==> src/rtl/dscg_consts.vh <==
/*
  Constants of the clock generator: register byte addresses and indices,
  field positions, reset values and phase counts.
  Assumes inclusion by bare name from the design files of this block.
*/
`ifndef DSCG_CONSTS_VH
`define DSCG_CONSTS_VH

`define DSCG_ADDR_W 12
`define DSCG_CKSPD_IDX 12'h08F
`define DSCG_CKSPD_ADDR 12'h23C
`define DSCG_AUX_ADDR 12'h240
`define DSCG_STAT_ADDR 12'h244

`define DSCG_SEL_BIT 0
`define DSCG_ALE_OFF_BIT 0
`define DSCG_CKSPD_RESET 1'b0
`define DSCG_AUX_RESET 1'b0

`define DSCG_ST_MODE 0
`define DSCG_ST_CRST 1
`define DSCG_ST_XDAT 2
`define DSCG_ST_PH_LO 3
`define DSCG_ST_PH_HI 5
`define DSCG_ST_DIV 6
`define DSCG_ST_FEXT 7

`define DSCG_PH_LAST 3'h5
`define DSCG_PH_FIRST 3'h0
`define DSCG_ALE_PH_A 3'h0
`define DSCG_ALE_PH_B 3'h3
`define DSCG_FETCH_PH_A 3'h1
`define DSCG_FETCH_PH_B 3'h4

`define DSCG_RST_MC 2'h2

`endif

==> src/rtl/dscg_phase.v <==
/*
  Divide-by-two stage and six-state phase generator of the core clock.
  Assumes osc_rise is a one-cycle pulse per oscillator period and that
  double_speed only changes on a half_rise pulse.
*/
`timescale 1ns/100ps
`include "dscg_consts.vh"

module dscg_phase (
  input wire clk,
  input wire reset,
  input wire osc_rise,
  input wire double_speed,
  output wire half_rise,
  output wire core_tick,
  output wire cycle_end,
  output wire div_state,
  output wire [2:0] phase
);

  reg div_reg;
  reg [2:0] phase_reg;
  reg [2:0] phase_next;

  // Divider toggles once per oscillator period
  always @(posedge clk or posedge reset) begin
    if (reset) begin
      div_reg <= 1'b0;
    end else if (osc_rise) begin
      div_reg <= ~div_reg;
    end
  end

  assign half_rise = osc_rise & ~div_reg;
  // Standard mode ticks on the divided clock, double speed bypasses it
  assign core_tick = double_speed ? osc_rise : half_rise;

  // Six phases per machine cycle: 12 or 6 oscillator periods
  always @* begin
    phase_next = phase_reg;
    if (core_tick) begin
      if (phase_reg == `DSCG_PH_LAST) begin
        phase_next = `DSCG_PH_FIRST;
      end else begin
        phase_next = phase_reg + 3'h1;
      end
    end
  end

  always @(posedge clk or posedge reset) begin
    if (reset) begin
      phase_reg <= `DSCG_PH_FIRST;
    end else begin
      phase_reg <= phase_next;
    end
  end

  assign cycle_end = core_tick & (phase_reg == `DSCG_PH_LAST);
  assign div_state = div_reg;
  assign phase = phase_reg;

endmodule

==> src/rtl/dscg_top.v <==
/*
  Clock generator of the 8-bit core: standard / double-speed selection,
  glitch-free mode switch, reset pin qualification, and pacing of the
  address latch and program fetch strobes, with an APB register slave.
  Assumes oscillator_input, reset_pin, fetch_external and data_access are
  synchronous to clk, and that clk runs well above the oscillator rate.
*/
// Chosen here: register access over APB.
// Notes on behaviour
// - Reset pin high at two consecutive machine cycle boundaries resets the core.
// - Address latch strobe pulses at osc/6 in standard mode and osc/3 at double speed.
// - Each external data memory cycle drops exactly one address latch pulse.
// - With auxiliary control bit 0 set, no address latch pulse on internal fetches except in data cycles.
// - External fetch gives two fetch strobes per cycle, both dropped in data cycles.
// - Fetch strobe stays inactive while fetching from internal program memory.
// - Double-speed mode completes a machine cycle in 6 oscillator periods.
// - Standard mode divides the oscillator by two before the phase generator.
// - The select bit moves the core between 12 and 6 periods per cycle.
// - Core and peripherals share the same tick, so they speed up together.
// - A select change only takes effect on a rising edge of the halved clock.
// - Reset leaves standard mode; setting the select bit gives double speed.
// - Upper seven bits of the speed register are reserved and never written.
// - Speed register resets with the select bit clear; no bit addressing.
`timescale 1ns/100ps
`include "dscg_consts.vh"

module dscg_top (
  input wire clk,
  input wire reset,
  input wire oscillator_input,
  input wire reset_pin,
  input wire fetch_external,
  input wire data_access,
  input wire psel,
  input wire penable,
  input wire pwrite,
  input wire [11:0] paddr,
  input wire [31:0] pwdata,
  output wire [31:0] prdata,
  output wire pready,
  output wire pslverr,
  output wire core_tick,
  output wire periph_tick,
  output wire machine_cycle_end,
  output wire core_reset,
  output wire double_speed_active,
  output wire address_latch_strobe,
  output wire program_fetch_strobe_n
);

  // Address match shared by read and write decoding
  function addr_is;
    input [11:0] addr;
    input [11:0] target;
    begin
      addr_is = (addr == target);
    end
  endfunction

  // True for any mapped register
  function addr_mapped;
    input [11:0] addr;
    begin
      addr_mapped = addr_is(addr, `DSCG_CKSPD_ADDR) |
                    addr_is(addr, `DSCG_AUX_ADDR) |
                    addr_is(addr, `DSCG_STAT_ADDR);
    end
  endfunction

  reg osc_prev_reg;
  reg select_reg;
  reg mode_reg;
  reg aux_ale_off_reg;
  reg [1:0] rst_cnt_reg;
  reg [1:0] rst_cnt_next;
  reg core_reset_reg;
  reg xdata_cycle_reg;
  reg fetch_ext_reg;
  reg ale_reg;
  reg ale_next;
  reg fetch_n_reg;
  reg fetch_n_next;
  reg [31:0] prdata_reg;
  reg [31:0] rdata_next;
  reg pslverr_reg;

  wire osc_rise;
  wire half_rise;
  wire tick;
  wire cycle_end;
  wire div_state;
  wire [2:0] phase;
  wire apb_setup;
  wire apb_write;
  wire wr_ckspd;
  wire wr_aux;
  wire [7:0] status_byte;

  // Input taken as synchronous; edge found against last sample
  assign osc_rise = oscillator_input & ~osc_prev_reg;

  // Starts high so an input already high at release is not a false edge
  always @(posedge clk or posedge reset) begin
    if (reset) begin
      osc_prev_reg <= 1'b1;
    end else begin
      osc_prev_reg <= oscillator_input;
    end
  end

  dscg_phase u_phase (
    .clk(clk),
    .reset(reset),
    .osc_rise(osc_rise),
    .double_speed(mode_reg),
    .half_rise(half_rise),
    .core_tick(tick),
    .cycle_end(cycle_end),
    .div_state(div_state),
    .phase(phase)
  );

  // APB decode; zero wait states, data prepared in the setup cycle
  assign apb_setup = psel & ~penable;
  assign apb_write = psel & penable & pwrite;
  assign wr_ckspd = apb_write & addr_is(paddr, `DSCG_CKSPD_ADDR);
  assign wr_aux = apb_write & addr_is(paddr, `DSCG_AUX_ADDR);

  // Software select bit; only bit 0 is stored, reserved writes dropped
  always @(posedge clk or posedge reset) begin
    if (reset) begin
      select_reg <= `DSCG_CKSPD_RESET;
    end else if (core_reset_reg) begin
      select_reg <= `DSCG_CKSPD_RESET;
    end else if (wr_ckspd) begin
      select_reg <= pwdata[`DSCG_SEL_BIT];
    end
  end

  // Effective mode follows the select bit only on a halved-clock rise,
  // so a phase never gets a truncated tick at the switch
  always @(posedge clk or posedge reset) begin
    if (reset) begin
      mode_reg <= `DSCG_CKSPD_RESET;
    end else if (half_rise) begin
      mode_reg <= select_reg;
    end
  end

  always @(posedge clk or posedge reset) begin
    if (reset) begin
      aux_ale_off_reg <= `DSCG_AUX_RESET;
    end else if (core_reset_reg) begin
      aux_ale_off_reg <= `DSCG_AUX_RESET;
    end else if (wr_aux) begin
      aux_ale_off_reg <= pwdata[`DSCG_ALE_OFF_BIT];
    end
  end

  // Reset pin is sampled once per machine cycle; needs a running
  // oscillator, since without ticks no boundary ever comes
  always @* begin
    rst_cnt_next = rst_cnt_reg;
    if (cycle_end) begin
      if (!reset_pin) begin
        rst_cnt_next = 2'h0;
      end else if (rst_cnt_reg != `DSCG_RST_MC) begin
        rst_cnt_next = rst_cnt_reg + 2'h1;
      end
    end
  end

  always @(posedge clk or posedge reset) begin
    if (reset) begin
      rst_cnt_reg <= 2'h0;
      core_reset_reg <= 1'b0;
    end else begin
      rst_cnt_reg <= rst_cnt_next;
      core_reset_reg <= (rst_cnt_next == `DSCG_RST_MC);
    end
  end

  // Cycle kind is fixed at the boundary for the whole next cycle
  always @(posedge clk or posedge reset) begin
    if (reset) begin
      xdata_cycle_reg <= 1'b0;
      fetch_ext_reg <= 1'b0;
    end else if (cycle_end) begin
      xdata_cycle_reg <= data_access;
      fetch_ext_reg <= fetch_external;
    end
  end

  // Address latch: two phases per cycle, second one dropped in data cycles, both dropped with the aux bit on internal code outside data cycles
  always @* begin
    ale_next = 1'b0;
    if (!core_reset_reg) begin
      if (phase == `DSCG_ALE_PH_A) begin
        ale_next = 1'b1;
      end else if (phase == `DSCG_ALE_PH_B) begin
        ale_next = ~xdata_cycle_reg;
      end
      if (aux_ale_off_reg && !fetch_ext_reg && !xdata_cycle_reg) begin
        ale_next = 1'b0;
      end
    end
  end

  // Fetch strobe, active low: two per cycle on external code only, none in data cycles
  always @* begin
    fetch_n_next = 1'b1;
    if (!core_reset_reg && fetch_ext_reg && !xdata_cycle_reg) begin
      case (phase)
        `DSCG_FETCH_PH_A: begin
          fetch_n_next = 1'b0;
        end
        `DSCG_FETCH_PH_B: begin
          fetch_n_next = 1'b0;
        end
        default: begin
          fetch_n_next = 1'b1;
        end
      endcase
    end
  end

  always @(posedge clk or posedge reset) begin
    if (reset) begin
      ale_reg <= 1'b0;
      fetch_n_reg <= 1'b1;
    end else begin
      ale_reg <= ale_next;
      fetch_n_reg <= fetch_n_next;
    end
  end

  assign status_byte = {fetch_ext_reg, div_state, phase,
                        xdata_cycle_reg, core_reset_reg, mode_reg};

  // Reserved bits read as zero rather than indeterminate
  always @* begin
    rdata_next = 32'h00000000;
    if (addr_is(paddr, `DSCG_CKSPD_ADDR)) begin
      rdata_next[`DSCG_SEL_BIT] = select_reg;
    end else if (addr_is(paddr, `DSCG_AUX_ADDR)) begin
      rdata_next[`DSCG_ALE_OFF_BIT] = aux_ale_off_reg;
    end else if (addr_is(paddr, `DSCG_STAT_ADDR)) begin
      rdata_next[7:0] = status_byte;
    end
  end

  always @(posedge clk or posedge reset) begin
    if (reset) begin
      prdata_reg <= 32'h00000000;
      pslverr_reg <= 1'b0;
    end else if (apb_setup) begin
      prdata_reg <= pwrite ? 32'h00000000 : rdata_next;
      pslverr_reg <= ~addr_mapped(paddr);
    end
  end

  assign prdata = prdata_reg;
  assign pready = 1'b1;
  assign pslverr = pslverr_reg & psel & penable;

  // One shared tick for core and peripherals
  assign core_tick = tick;
  assign periph_tick = tick;
  assign machine_cycle_end = cycle_end;
  assign core_reset = core_reset_reg;
  assign double_speed_active = mode_reg;
  assign address_latch_strobe = ale_reg;
  assign program_fetch_strobe_n = fetch_n_reg;

endmodule

==> config.mk <==
export PLATFORM = sky130hd
export DESIGN_NAME = dscg_top
export DESIGN_NICKNAME = d
export VERILOG_FILES = /design/src/rtl/dscg_phase.v /design/src/rtl/dscg_top.v
export VERILOG_INCLUDE_DIRS = /design/src /design/src/rtl
export SDC_FILE = /design/constraint.sdc
export NUM_CORES = 1
export LEC_CHECK = 0
export BUFFER_PORTS_ARGS = -buffer_cell sky130_fd_sc_hd__clkbuf_2
export CAP_MARGIN = 5
export CORE_MARGIN = 1
export CORE_UTILIZATION = 38
export CTS_BUF_LIST = sky130_fd_sc_hd__clkbuf_8
export DETAILED_ROUTE_END_ITERATION = 6
export GPL_TIMING_DRIVEN = 0
export PLACE_DENSITY = 0.78
export SYNTH_ARGS = -nofsm -noshare
export SYNTH_HDL_FRONTEND = slang
export SYNTH_HIERARCHICAL = 1
export SYNTH_SLANG_ARGS = --single-unit
==> constraint.sdc <==
create_clock -name clk -period 1.5 [get_ports clk]
set_input_delay 0.075 -clock clk [delete_from_list [all_inputs] [get_ports clk]]
set_output_delay 0.075 -clock clk [all_outputs]
set_load 0.02 [all_outputs]
### Word level (Yosys, flattened, before mapping)

Index checks and enable logic that the tools add are counted.

* logic and storage cells: 74
* input port bits: 53
* flip-flop bits (word level): 48
* output and inout port bits: 41

* muxes and demuxes: 21
* equality and inequality tests: 9
* reductions and logical operators: 11
* $add $sub $neg: 2
* bitwise gates (word level): 17

Operator list (number)
* 12-bit by 10-bit equality test with 1-bit output (second input constant): 3
* 8-bit 2-to-1 mux: 2
* 7-bit 2-to-1 mux: 2
* 1-bit 2-to-1 mux: 13
* 1-bit bitwise AND: 10
* 3-bit equality test (second input constant): 2
* 2-bit 2-to-1 mux: 3
* 1-bit NOT: 5
* 1-bit logical AND: 4
* 2-bit nonzero test: 2
* 3-bit by 1-bit adder with 3-bit output (second input constant): 1
* 3-bit by 1-bit equality test with 1-bit output (second input constant): 1
* 3-bit by 2-bit equality test with 1-bit output (second input constant): 1
* 1-bit zero test: 3
* 3-bit zero test: 1
* 3-bit 2-to-1 mux: 1
* 2-bit by 1-bit adder with 2-bit output (second input constant): 1
* 2-bit equality test (second input constant): 1
* 2-bit inequality test (second input constant): 1
* 1-bit bitwise OR: 2
* 2-bit OR reduction: 1

### Longest topological paths before layout

* depth after elaboration: 7
* depth in mapped cells: 6
* mapped depth without buffers: 6

### Cells and area by module

Netlist, hierarchy kept.

Modules (own cells, without submodules)
* dscg_top: cells each 103, seq. area each 503.0 sq um, area an instance 1143.6 sq um, times used 1
* dscg_phase: cells each 18, seq. area each 100.1 sq um, area an instance 203.9 sq um, times used 1

### Worst setup path before layout

No wires, ideal clock.

* path kind: reg-to-reg
* start: reg mode_reg (netlist: double_speed_active)
* end: reg fetch_ext_reg
* library setup time: 0.125 ns
* path slack: -0.542 ns
* buffers on the path: 0
* clock period less this slack: 2.042 ns
* required time: 1.375 ns
* arrival time: 1.917 ns
* cell stages (with the launch flop): 5
* path through: dfrtp_1 -> nand2b_1 -> nand2_1 -> nor3_1 -> mux2_2

* cells in the longest elaborated chain, start to end: 2

RTL lines
* start: declaration: line dscg_top.v:72 `reg mode_reg;`
* start signal: assignment: line dscg_top.v:144 `` mode_reg <= `DSCG_CKSPD_RESET; ``
* start signal: assignment: line dscg_top.v:146 `mode_reg <= select_reg;`
* 1-bit 2-to-1 mux: line dscg_phase.v:36 `assign core_tick = double_speed ? osc_rise : half_rise;`
* 1-bit bitwise AND: line dscg_phase.v:58 `` assign cycle_end = core_tick & (phase_reg == `DSCG_PH_LAST); ``
* named net machine_cycle_end: line dscg_top.v:44 `output wire machine_cycle_end,`
* end signal: assignment: line dscg_top.v:190 `fetch_ext_reg <= fetch_external;`
* end: declaration: line dscg_top.v:78 `reg fetch_ext_reg;`

The timed path passes the listed nets, and every way through them passes these cells.
A chain may end at the register's enable or synchronous reset.

### Worst setup path in the final report

* start: reg mode_reg (netlist: double_speed_active)
* end: out periph_tick

* cells in the longest elaborated chain, start to end: 1

RTL lines
* 1-bit 2-to-1 mux: line dscg_phase.v:36
* end: declaration: line dscg_top.v:43 `output wire periph_tick,`

No other way between the ends.

==> metrics.md <==
| Metric | Value |
|---|---|
| Initial antenna violation count | 0 |
| Final Max Slew Viols | 0 |
| Mapped cell area | 0.00135 mm^2 |
| Starting Density | roughly two fifths |
| Tmin final | around 1400 ps |
| Lkg Pwr | 0.000960 uW |
| Number of synthesized flops with an enable pin | 0 |
| Peak supply drop | 0.506 mV |
| Count of cell types in the netlist | 35 |
| Num CTS Buffers | 3 |
| Die footprint | 0.00379 mm^2 |
| Worst-path clk slew | ~80 ps |
| Crit Path Max Fanout | 4 |
| Vias in the first global route | 827 |
| Startpoint Class | flip-flop |
| Ant diodes | 0 |
| Met2 usage | 22.7% |
| RePlAce Congestion | 0.687 |
| DP HPWL | 1.78 mm |
| Residual DRC | 0 |
| Port Buf Inserts | 37 |
| Mean post-synth cell area | about 11 um^2 |
| Pre-CTS setup slack | -53.4 ps |
| Slowest CP cell | dfrtp_2 |
| Vias per cell | 4.17 |
| DRT Pass-1 Iters | 4 |
| Largest delay share family, worst path | flip-flops |
| FP Rows | 21 |
| Clock buffer depth | 2 |
| Die Height | between 60 and 70 um |
| Clock root buffer | clkbuf_8 |
| Crit path largest cell delay | roughly 430 ps |
| Fin crit share | 93.4% |
| Kind of critical path | flip-flop to output port |
| GR Layer Usage met1 | between 10 and 15% |
| Maximum number of pins on one net before global-route repair | 21 |
| CP Cell Sequence | nand2b_1, nand2_2, inv_1, buf_4, clkbuf_2 |
| Top Ports | between 90 and 100 |
| Fin area | 0.00180 mm^2 |
| Gr ovfl total | 0 |
| Grt peak-use layer | met2 |
| Tot GR Track Use | 12.7% |
| Slew HR | 52.2% |
| CTS H-Tree Depth | 1 |
| DRT antenna net count | 0 |
| First-pass GRT wire length | 3.43 mm |
| CTS tree | done |
| Post-synthesis sequential area ratio | between 40% and 50% |
| Clock Latency Late Sink | approximately 260 ps |
| Crit. End Element | output port |
| Max Cap Viol | 0 |
| Status | completed |
| Synth Instances | 121 |
| Share of layout cells above drive strength 1 | 50.5% |
| Vias | 976 |
| Ys Warns | 6 |
| WL final | between 2 and 2.5 mm |
| Area of the core | 0.00336 mm^2 |
| Measured slew at the worst slew-check pin | roughly 700 ps |
| Area Growth Syn to Fin | 33.7% |
| F_max | 0.714 GHz |
| Clk_skew | 3.87 ps |
| Unrepaired setup endpoints after global routing | no |
| Worst endpoint required time | 1420 ps |
| Nets | 243 |
| WL/cell | 9.60 um |
| Top_reg_cell synth | dfrtp_1 |
| Endpoints failing hold | 0 |
| Die Wd | 61.6 um |
| Final Setup Violations | 0 |
| DR iter-0 viols | 18 |
| Max FFs per register | 8 |
| Post-synth ARST share | 100% |
| CTS Sinks | 24 |
| Power Dens Cells | 1150 mW/mm^2 |
| Number of synthesized register bits | 24 |
| Area after DPL | between 0.0015 and 0.002 mm^2 |
| Met3 Resource Use GR | about 2.7% |
| Worst Path Arrival | ~1300 ps |
| Final worst setup slack | about 99 ps |
| WP buf/inv | 3 |
| Hold Crit Class | input port to flip-flop |
-- where the power goes --
part	switching, uW	internal [uW]
Clock	196	356
Sequential	158	783
Combinational	297	282
-- synth_stat cells (3+ instances only) --
cell       n  area (um^2)
nor2b_1    4         25.0
buf_4     26          195
o21ai_0    4         20.0
a22o_2     7         70.1
mux2_2     5         56.3
nor2_1     4         15.0
inv_1      6         22.5
dfrtp_1   22          551
nand2_1    3         11.3
nand2b_1   3         18.8
nor3_1     3         15.0
-- what timing repair did --
item | 4_1_cts | 5_1_grt
buffers inserted | 1 | 0
hold buffers | 2 | 0
pin swaps | 1 | 1
hold endpoints to repair | 23 | 0
endpoints found under the setup margin | 1 | 3
resized for setup | 2 | 1
-- cells in the final DEF (no fill, tap or decap), types with 4 or more instances in the layout --
master | synthesis | layout
clkbuf_2 | 0 | 37
buf_4 | 26 | 26
conb_1 | 2 | 25
dfrtp_1 | 22 | 21
a22o_2 | 7 | 7
inv_1 | 6 | 6
mux2_2 | 5 | 5
nor2_1 | 4 | 4
o21ai_0 | 4 | 4
-- through the flow --
stage / hold slack [ps] / total power (uW) / TNS (ps) / instances / util (%)
2_1_floorplan: -159 / 1370 / 0 / 144 / -
3_3_place_gp: -44.2 / 1500 / -91.3 / 227 / 50.3
3_5_place_dp: -40.3 / 1520 / -368 / 227 / 50.3
4_1_cts: 41.3 / 2080 / 0 / 234 / 53.5
5_1_grt: 52.9 / 2230 / 0 / 234 / 53.6
6_report: 45.2 / 2070 / 0 / 234 / 53.6
-- path summary, 6_finish.rpt --
kind	depth (start not counted)	startpoint	end	slack, ps
setup / recovery	5	double_speed_active$_DFFE_PP0P_	periph_tick	100
hold / removal	2	data_access	xdata_cycle_reg$_DFFE_PP0P_	50
setup reg to reg	5	u_phase/div_state$_DFFE_PP0P_	fetch_ext_reg$_DFFE_PP0P_	120
hold reg to reg	1	pslverr_reg$_DFFE_PP0P_	pslverr_reg$_DFFE_PP0P_	510
max in group asynchronous	3	reset	double_speed_active$_DFFE_PP0P_	530
min in group asynchronous	3	reset	u_phase/phase[1]$_DFFE_PP0P_	230
-- metal layers --
| layer | share of wire (%) | vias to the layer above |
|---|---|---|
| met5 | 0 | - |
| li1 | - | 505 |
| met1 | 45 | 424 |
| met4 | 1.2 | 0 |
| met3 | 7.3 | 2 |
| met2 | 47 | 45 |
-- worst reg2reg max path: cells and delay by family (launching register included) --
kind	cells	cell delay (ps)
buffers and inverters	1	140
multiplexers	1	320
AND/OR/NAND/NOR	3	380
flip-flops	1	420
-- logic make-up (layout without fill, tap and decap cells) --
family                     Yosys count  count (layout)  share of synthesized area (%)
buffers and inverters               34              78                           17.3
DFF                                 24              24                           44.8
adders and majority gates            1               1                          0.928
AOI/OAI and AO/OA                   14              14                           8.64
and+or+nand+nor                     34              34                           18.0
muxes                                9               9                           7.89
xor gates and xnor gates             3               3                           1.95
other                                2              25                          0.557
-- final cells by class --
class | count | area (um^2)
timing repair buffer | 40 | 216
sequential | 24 | 604
clock buffer | 3 | 41.3
tap | 46 | 57.6
multi-input combinational | 86 | 619
buffer | 28 | 210
fill | 312 | 1560
inverter | 6 | 22.5
clock inverter | 1 | 30.0
Note: power is estimated with default switching activity, not from simulation.
